[config.mk]
export PLATFORM = sky130hd
export DESIGN_NAME = ifd_dispatch
export DESIGN_NICKNAME = d
export VERILOG_FILES = /design/src/rtl/ifd_pkg.sv /design/src/rtl/ifd_in_filter.sv /design/src/rtl/ifd_code_mem.sv /design/src/rtl/ifd_dispatch.sv
export SDC_FILE = /design/constraint.sdc
export NUM_CORES = 2
export LEC_CHECK = 0
export BUFFER_PORTS_ARGS = -buffer_cell sky130_fd_sc_hd__buf_2
export CORE_ASPECT_RATIO = 1.75
export CORE_UTILIZATION = 64
export CTS_CLUSTER_DIAMETER = 150
export DETAILED_ROUTE_END_ITERATION = 6
export PLACE_DENSITY = 0.9
export SLEW_MARGIN = 0
export SYNTH_ARGS = -nofsm -noshare
export SYNTH_HDL_FRONTEND = slang
export SYNTH_SLANG_ARGS = --single-unit
[constraint.sdc]
create_clock -name ref_clk -period 4.7 [get_ports ref_clk]
set_input_delay 0.235 -clock ref_clk [delete_from_list [all_inputs] [get_ports ref_clk]]
set_output_delay 0.235 -clock ref_clk [all_outputs]
set_load 0.005 [all_outputs]
[src/rtl/ifd_pkg.sv]
// Shared constants, types and helpers for the input function dispatcher.
// Assumes a single 200 MHz clock domain and Avalon-MM byte addressing.
package ifd_pkg;
    localparam int NUM_PORTS = 24;
    localparam int NUM_AUX = 4;
    localparam int CODE_W = 5;
    localparam int NUM_CODES = 32;
    localparam int PORT_IDX_W = 5;
    localparam int ADDR_W = 11;
    localparam int DATA_W = 32;
    localparam int PGM_BITS = 7;
    // Parameter numbers that own the port function codes
    localparam int LO_PORTS = 16;
    localparam int PARAM_BASE_LO = 30;
    localparam int PARAM_BASE_HI = 251;
    localparam logic [CODE_W-1:0] CODE_RESET = 5'h00;
    // Input function codes
    localparam int FN_GP = 0;
    localparam int FN_START_BCD = 1;
    localparam int FN_START_BIN = 2;
    localparam int FN_SOFT_RESET = 3;
    localparam int FN_SERVO = 4;
    localparam int FN_AUTO_START = 5;
    localparam int FN_INTERLOCK = 6;
    localparam int FN_PAUSE_RESET = 7;
    localparam int FN_PAUSE = 8;
    localparam int FN_PGM_BIT1 = 9;
    localparam int FN_ERR_RESET = 16;
    localparam int FN_CUTOFF_RESET = 17;
    localparam int FN_HOME_VALID = 18;
    localparam int FN_HOME_INCR = 19;
    localparam int FN_MOVE_PERMIT = 20;
    localparam int FN_REMOTE_MODE = 21;
    localparam int FN_BRAKE_AX1 = 22;
    localparam int FN_BRAKE_AX2 = 23;
    // Auxiliary pin positions above the input ports in the filter
    localparam int AUX_MODE_AUTO = 0;
    localparam int AUX_BRAKE_NORMAL = 1;
    localparam int AUX_ESTOP_CONT = 2;
    localparam int AUX_CAUSE_CLEAR = 3;
    // Register byte addresses
    localparam logic [ADDR_W-1:0] ADDR_GP_LEVEL = 11'h000;
    localparam logic [ADDR_W-1:0] ADDR_STATUS = 11'h004;
    // Timing
    localparam int CLK_MHZ = 200;
    localparam int CLK_KHZ = CLK_MHZ * 1000;
    localparam int DEBOUNCE_TIME_NS = 1000;
    localparam int DEBOUNCE_CYC = (DEBOUNCE_TIME_NS * CLK_MHZ + 999) / 1000;
    localparam int SOFT_RESET_HOLD_MS = 1000;
    localparam int SOFT_RESET_HOLD_CYC = SOFT_RESET_HOLD_MS * CLK_KHZ;

    typedef enum logic [1:0] {
        BUS_IDLE = 2'b00,
        BUS_FETCH = 2'b01,
        BUS_DONE = 2'b10
    } ifd_bus_state_type;

    typedef struct packed {
        logic hit;
        logic [PORT_IDX_W-1:0] idx;
    } ifd_port_hit_type;

    typedef struct packed {
        logic homeRequired;
        logic autoMode;
        logic movePermit;
        logic pauseActive;
        logic interlockStop;
        logic servoOn;
    } ifd_status_type;

    // Byte address of a function-code register to its input port
    function automatic ifd_port_hit_type paramToPort(input logic [ADDR_W-1:0] addr);
        ifd_port_hit_type r;
        logic [8:0] n;
        r = '0;
        n = addr[ADDR_W-1:2];
        if (addr[1:0] == 2'h0) begin
            if (n >= 9'(PARAM_BASE_LO) && n < 9'(PARAM_BASE_LO + LO_PORTS)) begin
                r.hit = 1'b1;
                r.idx = PORT_IDX_W'(n - 9'(PARAM_BASE_LO));
            end else if (n >= 9'(PARAM_BASE_HI)
                         && n < 9'(PARAM_BASE_HI + NUM_PORTS - LO_PORTS)) begin
                r.hit = 1'b1;
                r.idx = PORT_IDX_W'(n - 9'(PARAM_BASE_HI) + 9'(LO_PORTS));
            end
        end
        return r;
    endfunction : paramToPort

    // Two BCD digits (units in bits 3:0, tens in bits 6:4) to binary
    function automatic logic [PGM_BITS-1:0] bcdToBin(input logic [PGM_BITS-1:0] b);
        logic [PGM_BITS-1:0] r;
        r = {4'h0, b[6:4]} * 7'h0a + {3'h0, b[3:0]};
        return r;
    endfunction : bcdToBin
endpackage : ifd_pkg

[src/rtl/ifd_in_filter.sv]
// Pin synchroniser and debouncer for a group of asynchronous inputs.
// Assumes pins are unrelated to ref_clk; outputs are stable debounced levels.
`timescale 1ns/100ps
module ifd_in_filter
    import ifd_pkg::*;
#(
    parameter int WIDTH = NUM_PORTS + NUM_AUX,
    parameter int DEBOUNCE = DEBOUNCE_CYC
) (
    input wire logic ref_clk,
    input wire logic resetn,
    input wire logic [WIDTH-1:0] pinIn,
    output logic [WIDTH-1:0] level
);
    localparam int CNT_W = $clog2(DEBOUNCE + 1);
    localparam logic [CNT_W-1:0] CNT_LAST = CNT_W'(DEBOUNCE - 1);

    logic [WIDTH-1:0] sync1_q;
    logic [WIDTH-1:0] sync2_q;
    logic [WIDTH-1:0] sync3_q;
    logic [WIDTH-1:0] level_q;
    logic [CNT_W-1:0] cnt_q [WIDTH];

    // A change is seen only when the second and third stages agree
    wire [WIDTH-1:0] agreed = ~(sync2_q ^ sync3_q);
    wire [WIDTH-1:0] differs = agreed & (sync3_q ^ level_q);

    always_ff @(posedge ref_clk) begin
        if (!resetn) begin
            sync1_q <= '0;
            sync2_q <= '0;
            sync3_q <= '0;
        end else begin
            sync1_q <= pinIn;
            sync2_q <= sync1_q;
            sync3_q <= sync2_q;
        end
    end

    always_ff @(posedge ref_clk) begin
        for (int i = 0; i < WIDTH; i++) begin
            if (!resetn) begin
                cnt_q[i] <= '0;
                level_q[i] <= 1'b0;
            end else if (!differs[i]) begin
                cnt_q[i] <= '0;
            end else if (cnt_q[i] == CNT_LAST) begin
                cnt_q[i] <= '0;
                level_q[i] <= sync3_q[i];
            end else begin
                cnt_q[i] <= cnt_q[i] + 1'b1;
            end
        end
    end

    assign level = level_q;

    property p_level_stable;
        @(posedge ref_clk) disable iff (!resetn)
        (level_q != $past(level_q)) |-> ($past(agreed) == '1 || $past(differs) != '0);
    endproperty
    a_level_stable: assert property (p_level_stable)
        else $error("debounced level changed without a stable sample");
endmodule : ifd_in_filter

[src/rtl/ifd_code_mem.sv]
// Function-code store, one code per input port, with a registered read port.
// Assumes a single writer; all codes are also presented in parallel.
`timescale 1ns/100ps
module ifd_code_mem
    import ifd_pkg::*;
#(
    parameter int DEPTH = NUM_PORTS,
    parameter int WIDTH = CODE_W
) (
    input wire logic ref_clk,
    input wire logic resetn,
    input wire logic wrEn,
    input wire logic [PORT_IDX_W-1:0] wrIdx,
    input wire logic [WIDTH-1:0] wrData,
    input wire logic [PORT_IDX_W-1:0] rdIdx,
    output logic [WIDTH-1:0] rdData,
    output logic [WIDTH-1:0] codes [DEPTH]
);
    logic [WIDTH-1:0] mem_q [DEPTH];
    logic [WIDTH-1:0] rdData_q;

    always_ff @(posedge ref_clk) begin
        for (int i = 0; i < DEPTH; i++) begin
            if (!resetn) begin
                mem_q[i] <= CODE_RESET;
            end else if (wrEn && wrIdx == PORT_IDX_W'(i)) begin
                mem_q[i] <= wrData;
            end
        end
    end

    always_ff @(posedge ref_clk) begin
        if (!resetn) begin
            rdData_q <= '0;
        end else begin
            rdData_q <= mem_q[rdIdx];
        end
    end

    assign rdData = rdData_q;
    assign codes = mem_q;

    property p_write_lands;
        @(posedge ref_clk) disable iff (!resetn)
        wrEn |=> (mem_q[$past(wrIdx)] == $past(wrData));
    endproperty
    a_write_lands: assert property (p_write_lands)
        else $error("function code write did not land in its port slot");
endmodule : ifd_code_mem

[src/rtl/ifd_dispatch.sv]
// Dedicated-input dispatcher: routes each input port to its configured function.
// Assumes the motion logic consumes the one-cycle pulses and levels below.
//
// Design decisions made here: register access over Avalon-MM and the address map.
`timescale 1ns/100ps
// Functional notes
// - Each port owns one function-code parameter
// - Parameter 35 configures port 5
// - Parameters 256 and 257 configure ports 21, 22
// - Code 0 leaves port general purpose
// - Code 1 rising starts BCD program number
// - Code 2 rising starts binary program number
// - Code 3 held one second soft resets
// - Soft reset demands new home return
// - Code 4 edges switch servo on/off
// - Code 6 low stops programs and axes
// - Code 8 low pause latched until code 7
// - Codes 9 to 15 are program bits
// - Code 16 rising clears low-severity errors
// - Code 17 rising resets cutoff when allowed
// - Codes 18, 19 rising command home return
// - Code 20 permits PC and pendant motion
// - Code 21 selects mode when switch auto
// - Codes 22, 23 release brakes in normal
// - Codes 24 to 31 do nothing
module ifd_dispatch
    import ifd_pkg::*;
#(
    parameter int SOFT_RESET_HOLD_CYCLES = SOFT_RESET_HOLD_CYC,
    parameter int DEBOUNCE_CYCLES = DEBOUNCE_CYC
) (
    input wire logic ref_clk,
    input wire logic resetn,
    input wire logic [ADDR_W-1:0] avs_address,
    input wire logic avs_read,
    input wire logic avs_write,
    input wire logic [DATA_W-1:0] avs_writedata,
    output logic [DATA_W-1:0] avs_readdata,
    output logic avs_waitrequest,
    input wire logic [NUM_PORTS-1:0] portIn,
    input wire logic modeSwitchAuto,
    input wire logic brakeNormalPosition,
    input wire logic estopRecoveryContinue,
    input wire logic cutoffCauseCleared,
    input wire logic homeReturnDone,
    output logic programStart,
    output logic [PGM_BITS-1:0] programNumber,
    output logic softReset,
    output logic homeRequired,
    output logic servoOn,
    output logic autoStart,
    output logic abortAll,
    output logic interlockStop,
    output logic pauseActive,
    output logic errorReset,
    output logic cutoffReset,
    output logic homeAllValid,
    output logic homeAllIncremental,
    output logic movePermit,
    output logic autoMode,
    output logic [1:0] brakeRelease
);
    localparam int HOLD_W = $clog2(SOFT_RESET_HOLD_CYCLES + 1);
    localparam logic [HOLD_W-1:0] HOLD_FULL = HOLD_W'(SOFT_RESET_HOLD_CYCLES);
    localparam logic [HOLD_W-1:0] HOLD_LAST = HOLD_W'(SOFT_RESET_HOLD_CYCLES - 1);

    logic [NUM_PORTS+NUM_AUX-1:0] filtered;
    logic [CODE_W-1:0] codes [NUM_PORTS];
    logic [CODE_W-1:0] memRdData;
    logic [NUM_CODES-1:0] funcLevel;
    logic [NUM_CODES-1:0] funcAssigned;
    logic [NUM_PORTS-1:0] gpLevel;
    logic [NUM_CODES-1:0] funcLevel_q;
    logic [NUM_PORTS-1:0] gpLevel_q;
    logic [HOLD_W-1:0] holdCnt_q;
    ifd_bus_state_type busState_q;
    logic [DATA_W-1:0] readdata_q;
    logic waitrequest_q;
    ifd_status_type status_q;
    logic programStart_q;
    logic [PGM_BITS-1:0] programNumber_q;
    logic softReset_q;
    logic autoStart_q;
    logic abortAll_q;
    logic errorReset_q;
    logic cutoffReset_q;
    logic homeAllValid_q;
    logic homeAllIncremental_q;
    logic [1:0] brakeRelease_q;

    ifd_in_filter #(
        .WIDTH(NUM_PORTS + NUM_AUX),
        .DEBOUNCE(DEBOUNCE_CYCLES)
    ) u_filter (
        .ref_clk(ref_clk),
        .resetn(resetn),
        .pinIn({cutoffCauseCleared, estopRecoveryContinue, brakeNormalPosition,
                modeSwitchAuto, portIn}),
        .level(filtered)
    );

    wire [NUM_PORTS-1:0] inLevel = filtered[NUM_PORTS-1:0];
    wire auxModeAuto = filtered[NUM_PORTS + AUX_MODE_AUTO];
    wire auxBrakeNormal = filtered[NUM_PORTS + AUX_BRAKE_NORMAL];
    wire auxEstopCont = filtered[NUM_PORTS + AUX_ESTOP_CONT];
    wire auxCauseClear = filtered[NUM_PORTS + AUX_CAUSE_CLEAR];

    // Bus decode
    wire busReq = avs_read | avs_write;
    ifd_port_hit_type portHit;
    assign portHit = paramToPort(avs_address);
    wire memWrEn = (busState_q == BUS_DONE) && avs_write && portHit.hit;
    wire [DATA_W-1:0] statusWord = {{(DATA_W - $bits(ifd_status_type)){1'b0}}, status_q};
    wire [DATA_W-1:0] gpWord = {{(DATA_W - NUM_PORTS){1'b0}}, gpLevel_q};
    wire [DATA_W-1:0] codeWord = {{(DATA_W - CODE_W){1'b0}}, memRdData};
    wire [DATA_W-1:0] readMux = portHit.hit ? codeWord :
                                (avs_address == ADDR_GP_LEVEL) ? gpWord :
                                (avs_address == ADDR_STATUS) ? statusWord : '0;

    ifd_code_mem #(
        .DEPTH(NUM_PORTS),
        .WIDTH(CODE_W)
    ) u_codes (
        .ref_clk(ref_clk),
        .resetn(resetn),
        .wrEn(memWrEn),
        .wrIdx(portHit.idx),
        .wrData(avs_writedata[CODE_W-1:0]),
        .rdIdx(portHit.idx),
        .rdData(memRdData),
        .codes(codes)
    );

    // Gather port levels per function code; unused codes simply fan out nowhere
    always_comb begin
        funcLevel = '0;
        funcAssigned = '0;
        gpLevel = '0;
        for (int p = 0; p < NUM_PORTS; p++) begin
            funcAssigned[codes[p]] = 1'b1;
            if (inLevel[p]) begin
                funcLevel[codes[p]] = 1'b1;
            end
            gpLevel[p] = inLevel[p] && (codes[p] == CODE_W'(FN_GP));
        end
    end

    // One-cycle edge events per function code
    wire [NUM_CODES-1:0] funcRise = funcLevel & ~funcLevel_q;
    wire [NUM_CODES-1:0] funcFall = ~funcLevel & funcLevel_q;
    // Program-number bits, code 9 in bit 0
    wire [PGM_BITS-1:0] pgmBits = funcLevel[FN_PGM_BIT1 +: PGM_BITS];
    wire holdDone = funcLevel[FN_SOFT_RESET] && holdCnt_q == HOLD_LAST;
    wire pauseSet = funcAssigned[FN_PAUSE] && !funcLevel[FN_PAUSE];
    wire pauseClr = funcRise[FN_PAUSE_RESET] && funcLevel[FN_PAUSE];
    wire modeAuto = auxModeAuto && (!funcAssigned[FN_REMOTE_MODE]
                                    || funcLevel[FN_REMOTE_MODE]);

    always_ff @(posedge ref_clk) begin
        if (!resetn) begin
            funcLevel_q <= '0;
            gpLevel_q <= '0;
        end else begin
            funcLevel_q <= funcLevel;
            gpLevel_q <= gpLevel;
        end
    end

    // Soft reset hold timer
    always_ff @(posedge ref_clk) begin
        if (!resetn) begin
            holdCnt_q <= '0;
        end else if (!funcLevel[FN_SOFT_RESET]) begin
            holdCnt_q <= '0;
        end else if (holdCnt_q != HOLD_FULL) begin
            holdCnt_q <= holdCnt_q + 1'b1;
        end
    end

    // Program start
    always_ff @(posedge ref_clk) begin
        if (!resetn) begin
            programStart_q <= 1'b0;
            programNumber_q <= '0;
        end else begin
            programStart_q <= funcRise[FN_START_BCD] | funcRise[FN_START_BIN];
            if (funcRise[FN_START_BCD]) begin
                programNumber_q <= bcdToBin(pgmBits);
            end else if (funcRise[FN_START_BIN]) begin
                programNumber_q <= pgmBits;
            end
        end
    end

    // Event pulses
    always_ff @(posedge ref_clk) begin
        if (!resetn) begin
            softReset_q <= 1'b0;
            autoStart_q <= 1'b0;
            abortAll_q <= 1'b0;
            errorReset_q <= 1'b0;
            cutoffReset_q <= 1'b0;
            homeAllValid_q <= 1'b0;
            homeAllIncremental_q <= 1'b0;
        end else begin
            softReset_q <= holdDone;
            autoStart_q <= funcRise[FN_AUTO_START];
            abortAll_q <= funcFall[FN_AUTO_START];
            errorReset_q <= funcRise[FN_ERR_RESET];
            cutoffReset_q <= funcRise[FN_CUTOFF_RESET] && auxEstopCont && auxCauseClear;
            homeAllValid_q <= funcRise[FN_HOME_VALID];
            homeAllIncremental_q <= funcRise[FN_HOME_INCR];
        end
    end

    // Levels and latched state
    always_ff @(posedge ref_clk) begin
        if (!resetn) begin
            status_q <= '0;
            status_q.homeRequired <= 1'b1;
            brakeRelease_q <= '0;
        end else begin
            if (holdDone) begin
                status_q.homeRequired <= 1'b1;
            end else if (homeReturnDone) begin
                status_q.homeRequired <= 1'b0;
            end
            if (funcRise[FN_SERVO]) begin
                status_q.servoOn <= 1'b1;
            end else if (funcFall[FN_SERVO]) begin
                status_q.servoOn <= 1'b0;
            end
            status_q.interlockStop <= funcAssigned[FN_INTERLOCK] && !funcLevel[FN_INTERLOCK];
            if (pauseSet) begin
                status_q.pauseActive <= 1'b1;
            end else if (pauseClr) begin
                status_q.pauseActive <= 1'b0;
            end
            status_q.movePermit <= funcLevel[FN_MOVE_PERMIT];
            status_q.autoMode <= modeAuto;
            brakeRelease_q <= {funcLevel[FN_BRAKE_AX2], funcLevel[FN_BRAKE_AX1]}
                              & {2{auxBrakeNormal}};
        end
    end

    // Avalon slave: fetch, answer, then commit
    always_ff @(posedge ref_clk) begin
        if (!resetn) begin
            busState_q <= BUS_IDLE;
            waitrequest_q <= 1'b1;
            readdata_q <= '0;
        end else begin
            case (busState_q)
                BUS_IDLE: begin
                    if (busReq) begin
                        busState_q <= BUS_FETCH;
                    end
                end
                BUS_FETCH: begin
                    busState_q <= BUS_DONE;
                    waitrequest_q <= 1'b0;
                    readdata_q <= avs_read ? readMux : '0;
                end
                BUS_DONE: begin
                    busState_q <= BUS_IDLE;
                    waitrequest_q <= 1'b1;
                end
                default: begin
                    busState_q <= BUS_IDLE;
                    waitrequest_q <= 1'b1;
                end
            endcase
        end
    end

    assign avs_readdata = readdata_q;
    assign avs_waitrequest = waitrequest_q;
    assign programStart = programStart_q;
    assign programNumber = programNumber_q;
    assign softReset = softReset_q;
    assign homeRequired = status_q.homeRequired;
    assign servoOn = status_q.servoOn;
    assign autoStart = autoStart_q;
    assign abortAll = abortAll_q;
    assign interlockStop = status_q.interlockStop;
    assign pauseActive = status_q.pauseActive;
    assign errorReset = errorReset_q;
    assign cutoffReset = cutoffReset_q;
    assign homeAllValid = homeAllValid_q;
    assign homeAllIncremental = homeAllIncremental_q;
    assign movePermit = status_q.movePermit;
    assign autoMode = status_q.autoMode;
    assign brakeRelease = brakeRelease_q;

    property p_start_bcd;
        @(posedge ref_clk) disable iff (!resetn)
        funcRise[FN_START_BCD] |=> programStart_q && programNumber_q == bcdToBin($past(pgmBits));
    endproperty
    a_start_bcd: assert property (p_start_bcd)
        else $error("BCD start gave wrong program number");

    property p_start_bin;
        @(posedge ref_clk) disable iff (!resetn)
        funcRise[FN_START_BIN] && !funcRise[FN_START_BCD]
            |=> programStart_q && programNumber_q == $past(pgmBits);
    endproperty
    a_start_bin: assert property (p_start_bin)
        else $error("binary start gave wrong program number");

    property p_servo;
        @(posedge ref_clk) disable iff (!resetn)
        funcFall[FN_SERVO] |=> !servoOn ##1 (servoOn == $past(funcLevel[FN_SERVO]) || servoOn == 1'b0);
    endproperty
    a_servo: assert property (p_servo)
        else $error("servo did not follow the servo input edge");

    property p_soft_reset_home;
        @(posedge ref_clk) disable iff (!resetn)
        softReset_q |-> homeRequired && $past(funcLevel[FN_SOFT_RESET], 2);
    endproperty
    a_soft_reset_home: assert property (p_soft_reset_home)
        else $error("soft reset without held input or home flag");

    property p_abort;
        @(posedge ref_clk) disable iff (!resetn)
        funcFall[FN_AUTO_START] |=> abortAll_q && !autoStart_q;
    endproperty
    a_abort: assert property (p_abort)
        else $error("auto-start falling edge did not abort");

    property p_interlock;
        @(posedge ref_clk) disable iff (!resetn)
        (funcAssigned[FN_INTERLOCK] && !funcLevel[FN_INTERLOCK]) |=> interlockStop;
    endproperty
    a_interlock: assert property (p_interlock)
        else $error("interlock low did not stop motion");

    property p_pause_hold;
        @(posedge ref_clk) disable iff (!resetn)
        pauseActive && !pauseClr |=> pauseActive;
    endproperty
    a_pause_hold: assert property (p_pause_hold)
        else $error("pause released without a reset edge");

    property p_brake;
        @(posedge ref_clk) disable iff (!resetn)
        !auxBrakeNormal |=> brakeRelease == 2'h0;
    endproperty
    a_brake: assert property (p_brake)
        else $error("brake released outside normal position");

    property p_bus_answer;
        @(posedge ref_clk) disable iff (!resetn)
        (busState_q == BUS_IDLE && busReq) |=> waitrequest_q ##1 !waitrequest_q ##1 waitrequest_q;
    endproperty
    a_bus_answer: assert property (p_bus_answer)
        else $error("bus answer not on the third edge");
endmodule : ifd_dispatch

==> flow_metrics.env, run 1 <==
export IMPL_io_pin_count=132
export IMPL_die_w_um=167.4
export IMPL_postCtsHoldBufs=31
export IMPL_ys_ff_latch=572
export IMPL_synth_cell_types=91
export IMPL_ctsResizeCount=0
export IMPL_track_usage_pct=75.94
export IMPL_routabilityCongestion=1.549
export IMPL_synth_top_cells_by_area="dfxtp_1 23%, edfxtp_1 22%, nor2_1 7.4%"
export IMPL_syn_area_per_cell_sq_um=8.842
export IMPL_stop_error="[ERROR GRT-0116] Global routing finished with congestion. Check the congestion regions in the DRC Viewer."
export IMPL_yosys_warnings=0
export IMPL_post_place_cells=4292
export IMPL_row_count=105
export IMPL_synthFlopType="dfxtp_1"
export IMPL_failed_stage="5_1_grt"
export IMPL_synthesis_area_sq_um=30630
export IMPL_synthArstFlopShare_pct=0
export IMPL_cts_buffers=49
export IMPL_start_util_pct=65.12
export IMPL_clock_tree_buffer_depth=3
export IMPL_clkSinkCount=572
export IMPL_post_cts_buffers=0
export IMPL_portBuffers=96
export IMPL_synth_cells=3464
export IMPL_grt_pass1_wl_mm=280.7
export IMPL_fp_dieH_um=291.4
export IMPL_synth_top_area_share_pct=22.75
export IMPL_grt_overflow=816
export IMPL_synth_seq_area_share_pct=44.71
export IMPL_ctsHtreeMaxLevel=2
export IMPL_synth_edf_count=224
export IMPL_outcome="aborted with a tool error"
export IMPL_post_dp_hpwl_mm=103.9
export IMPL_grt_pass1_vias=37474
export IMPL_grt_max_degree=90
export IMPL_yosysTopAreaCell="dfxtp_1"
export IMPL_root_buffer="clkbuf_16"
cells by family after synthesis:
kind of cell	share of synthesized area (%)
XOR/XNOR	5.691
AND/OR/NAND/NOR	27.82
adder cells (fa/ha/maj)	1.822
AO/OA/AOI/OAI	13.27
buffers and inverters	3.636
flip-flops	44.71
other	0.02452
multiplexers	3.027
metrics by stage:
| step | hold slack [ns] | setup slack (ns) | cell area (sq um) |
|---|---|---|---|
| detailed placement | 0.3826 | 0.9031 | 32620 |
| CTS | 0.1279 | 0.8664 | 34720 |
| global placement | 0.3713 | 0.9815 | 32620 |
| floorplan | 0.3623 | 1.720 | 31490 |
cells in the mapped netlist (12+ instances only):
cell and instances:
o21ai_0 129, nor4_1 43, nand2b_1 13, nor2_1 607, clkbuf_1 124, a31oi_1 14, nand4_1 45, ha_1 43
mux2i_1 87, nand3b_1 84, a22oi_1 36, a22o_1 14, buf_2 24, o22ai_1 190, nor2b_1 15, and3_1 82
a21oi_1 117, nand3_1 223, or3_1 18, buf_4 19, nand2_1 217, and2_1 70, inv_1 86, edfxtp_1 224
or4_1 26, xor2_1 129, nor3_1 82, xnor2_1 70, o221ai_1 30, dfxtp_1 348, nor3b_1 52, or2_2 12
or3b_2 33, o22a_1 13
routing by layer:
metal | overflow | global-route usage [%]
met5 | 3 | 21.44
met4 | 298 | 76.15
met3 | 40 | 56.70
met2 | 463 | 97.50
met1 | 12 | 74.36
==> run 2: changes to the inputs <==
--- a/config.mk
+++ b/config.mk
@@ -6,11 +6,9 @@
 export NUM_CORES = 2
 export LEC_CHECK = 0
 export BUFFER_PORTS_ARGS = -buffer_cell sky130_fd_sc_hd__buf_2
-export CORE_ASPECT_RATIO = 1.75
-export CORE_UTILIZATION = 64
-export CTS_CLUSTER_DIAMETER = 150
+export CORE_UTILIZATION = 40
 export DETAILED_ROUTE_END_ITERATION = 6
-export PLACE_DENSITY = 0.9
+export PLACE_DENSITY_LB_ADDON = 0.15
 export SLEW_MARGIN = 0
 export SYNTH_ARGS = -nofsm -noshare
 export SYNTH_HDL_FRONTEND = slang
==> flow_metrics.env, run 2 <==
export IMPL_outcome="finished, violations left"
export IMPL_violations="design-rule violations, max-capacitance violations, max-slew violations"
export IMPL_drc=2
export IMPL_finalHoldViolations=0
export IMPL_synth_top_area_share_pct=22.75
export IMPL_yosys_cell_count_top_type="nor2_1"
export IMPL_crit_arrival_ns=4.34
export IMPL_hp_class="in -> reg"
export IMPL_antenna_found_initial=13
export IMPL_post_dp_hpwl_mm=104.4
export IMPL_ys_ff_latch=572
export IMPL_yosys_warnings=0
export IMPL_post_dp_cell_area_sq_um=33480
export IMPL_clk_pin_slew_ns=0.06
export IMPL_fin_tns_setup_ns=0
export IMPL_pwr_share_comb_pct=3.2
export IMPL_drtAntennaViolNets=0
export IMPL_clock_latency_ns=0.65
export IMPL_worst_slack_ns=0.8660
export IMPL_vias_per_cell=5.980
export IMPL_holdWs_ns=0.1574
export IMPL_clkSinkCount=572
export IMPL_holdPathStages=3
export IMPL_drt_iter0_drc=3964
export IMPL_worst_path_max_fanout=8
export IMPL_worst_r2r_startpoint="u_codes.codes[84]"
export IMPL_synth_seq_area_share_pct=44.71
export IMPL_syn2layout_area_growth_pct=17.73
export IMPL_ctsHtreeMaxLevel=3
export IMPL_p_clk_share_pct=47.9
export IMPL_synthFlopType="dfxtp_1"
export IMPL_critical_path_class="reg -> reg"
export IMPL_setup_viol=0
export IMPL_report_power_total_mw=10.90
export IMPL_post_place_cells=4730
export IMPL_synth_cell_types=91
export IMPL_max_slew_margin_pct=-1.832
export IMPL_yosysTopAreaCell="dfxtp_1"
export IMPL_internal_power_mw=8.425
export IMPL_die_w_um=278.7
export IMPL_track_usage_pct=35.74
export IMPL_fin_cells=4894
export IMPL_wl_per_cell_um=28.79
export IMPL_whs_endpoint="u_filter.sync3_q[21]"
export IMPL_synthesis_area_sq_um=30630
export IMPL_dr_pass1_iters=7
export IMPL_rsz0062_at_grt="no"
export IMPL_cts_buffers=66
export IMPL_pre_cts_slack_ns=0.9163
export IMPL_synth_cells=3464
export IMPL_start_util_pct=40.39
export IMPL_pwr_density_cell_nw_per_um2=302.3
export IMPL_portBuffers=96
export IMPL_nFillCells=7447
export IMPL_finalCritPeriodShare_pct=81.57
export IMPL_largest_register="u_filter.cnt_q"
export IMPL_largest_reg_flops=224
export IMPL_synth_top_cells_by_area="dfxtp_1 23%, edfxtp_1 22%, nor2_1 7.4%"
export IMPL_slew_viol_final=6
export IMPL_final_util_pct=47.56
export IMPL_worstMarginPinSlew_ns=1.522
export IMPL_multi_input_area_sq_um=16700
export IMPL_fin_crit_ns=3.834
export IMPL_synth_edf_count=224
export IMPL_grt_max_degree=138
export IMPL_synthArstFlopShare_pct=0
export IMPL_drv_cap=2
export IMPL_clock_tree_buffer_depth=3
export IMPL_synth_commonest_cells="607 x nor2_1, 348 x dfxtp_1, 224 x edfxtp_1"
export IMPL_nets=3972
export IMPL_routabilityCongestion=1.260
export IMPL_sw_frac_of_total_pct=22.71
export IMPL_fin_skew_ns=0.01947
export IMPL_syn_area_per_cell_sq_um=8.842
export IMPL_seqPwrFrac_pct=48.9
export IMPL_r2r_setup_slack_ns=0.87
export IMPL_cp_end_kind="register"
export IMPL_vias=29268
export IMPL_grt_pass1_wl_mm=197.4
export IMPL_root_buffer="clkbuf_16"
export IMPL_totalWireLength_mm=140.9
export IMPL_hp_start="resetn"
export IMPL_fmax_ghz=0.2608
export IMPL_required_ns=5.21
export IMPL_ir_drop_mv=0.2985
export IMPL_grt_overflow=0
export IMPL_core_sq_um=75820
export IMPL_p_leak_nw=13.13
export IMPL_cts_tree="built"
export IMPL_io_pin_count=132
export IMPL_dieArea_sq_um=77680
export IMPL_p_sw_mw=2.476
export IMPL_drive_gt1_share_pct=10.80
export IMPL_fin_area_sq_um=36060
export IMPL_reg2reg_to="programNumber[5]"
export IMPL_fp_dieH_um=278.7
export IMPL_ff2ff_path_depth=13
export IMPL_layout_common_cells="607 x nor2_1, 348 x dfxtp_1, 232 x conb_1, 224 x edfxtp_1, 223 x nand3_1"
export IMPL_critPathLaunchType="register"
export IMPL_mostFrequentLayoutCell="nor2_1"
export IMPL_row_count=101
export IMPL_grt_pass1_vias=26816
export IMPL_seqCellArea_sq_um=13690
-- run 2: cell type report --
| type | instances | area share (%) |
|---|---|---|
| Clock inverter | 26 | 0.7495 |
| Antenna cell | 10 | 0.06940 |
| Inverter | 86 | 0.9161 |
| Tap cell | 978 | 3.394 |
| Sequential cell | 572 | 37.97 |
| Clock buffer | 96 | 5.434 |
| Timing Repair Buffer | 265 | 5.149 |
| Multi-Input combinational cell | 2861 | 46.31 |
-- run 2: cells by family after synthesis --
kind of cell             Yosys count  synth area share, %
adder cells (fa/ha/maj)           44                1.822
other                              2              0.02452
AO/OA/AOI/OAI                    625                13.27
AND/OR/NAND/NOR                 1669                27.82
multiplexers                      92                3.027
XOR/XNOR                         199                5.691
buffers and inverters            261                3.636
flip-flops                       572                44.71
-- run 2: power by group through the flow --
stage	clock network (mW)	logic, mW	registers (mW)
2_1_floorplan	0	0.238	5.41
4_1_cts	5.33	0.346	5.33
3_3_place_gp	0	0.325	5.44
3_5_place_dp	0	0.324	5.44
5_1_grt	5.54	0.394	5.35
6_report	5.22	0.352	5.33
-- run 2: how the worst max path moves through the flow --
stage	start	to	slack, ns	cells after the start
final	u_codes.codes[84]	programNumber[5]	0.87	13
after global routing	u_codes.codes[35]	programNumber[6]	0.87	13
after CTS	u_codes.codes[84]	programNumber[5]	1.02	13
after detailed placement	avs_address[2]	u_codes.rdData[1]	0.92	11
after global placement	avs_address[2]	u_codes.rdData[4]	0.88	11
after floorplan	u_codes.codes[51]	programNumber[5]	1.72	14
-- run 2: repair_timing --
action                                 4_1_cts  5_1_grt
gates resized for setup                      0        0
endpoints found under the hold margin       31        0
hold buffers                                32        0
buffers inserted                             0        0
-- run 2: routing by layer --
layer  track usage, %  vias to the layer above  share of wire [%]
met3            12.63                      515                 11
met2            52.11                     1672                 41
met1            45.89                    13939                 41
met4            19.71                       10                6.7
li1                 -                    13132                  -
met5                0                        -              0.045
-- run 2: worst max-delay path, stage by stage, from the launching register on --
cell and delay (ns):
dfxtp_1 0.59, and3b_1 0.41, a22oi_1 0.33, o221ai_1 0.18
a2111oi_0 0.74, buf_4 0.22, nand4_1 0.14, ha_1 0.37
nor2b_1 0.15, o21ai_0 0.18, xor2_1 0.17, nor2_1 0.06
a21oi_1 0.11, nor2_1 0.05
(Power assumes the default switching activity.)
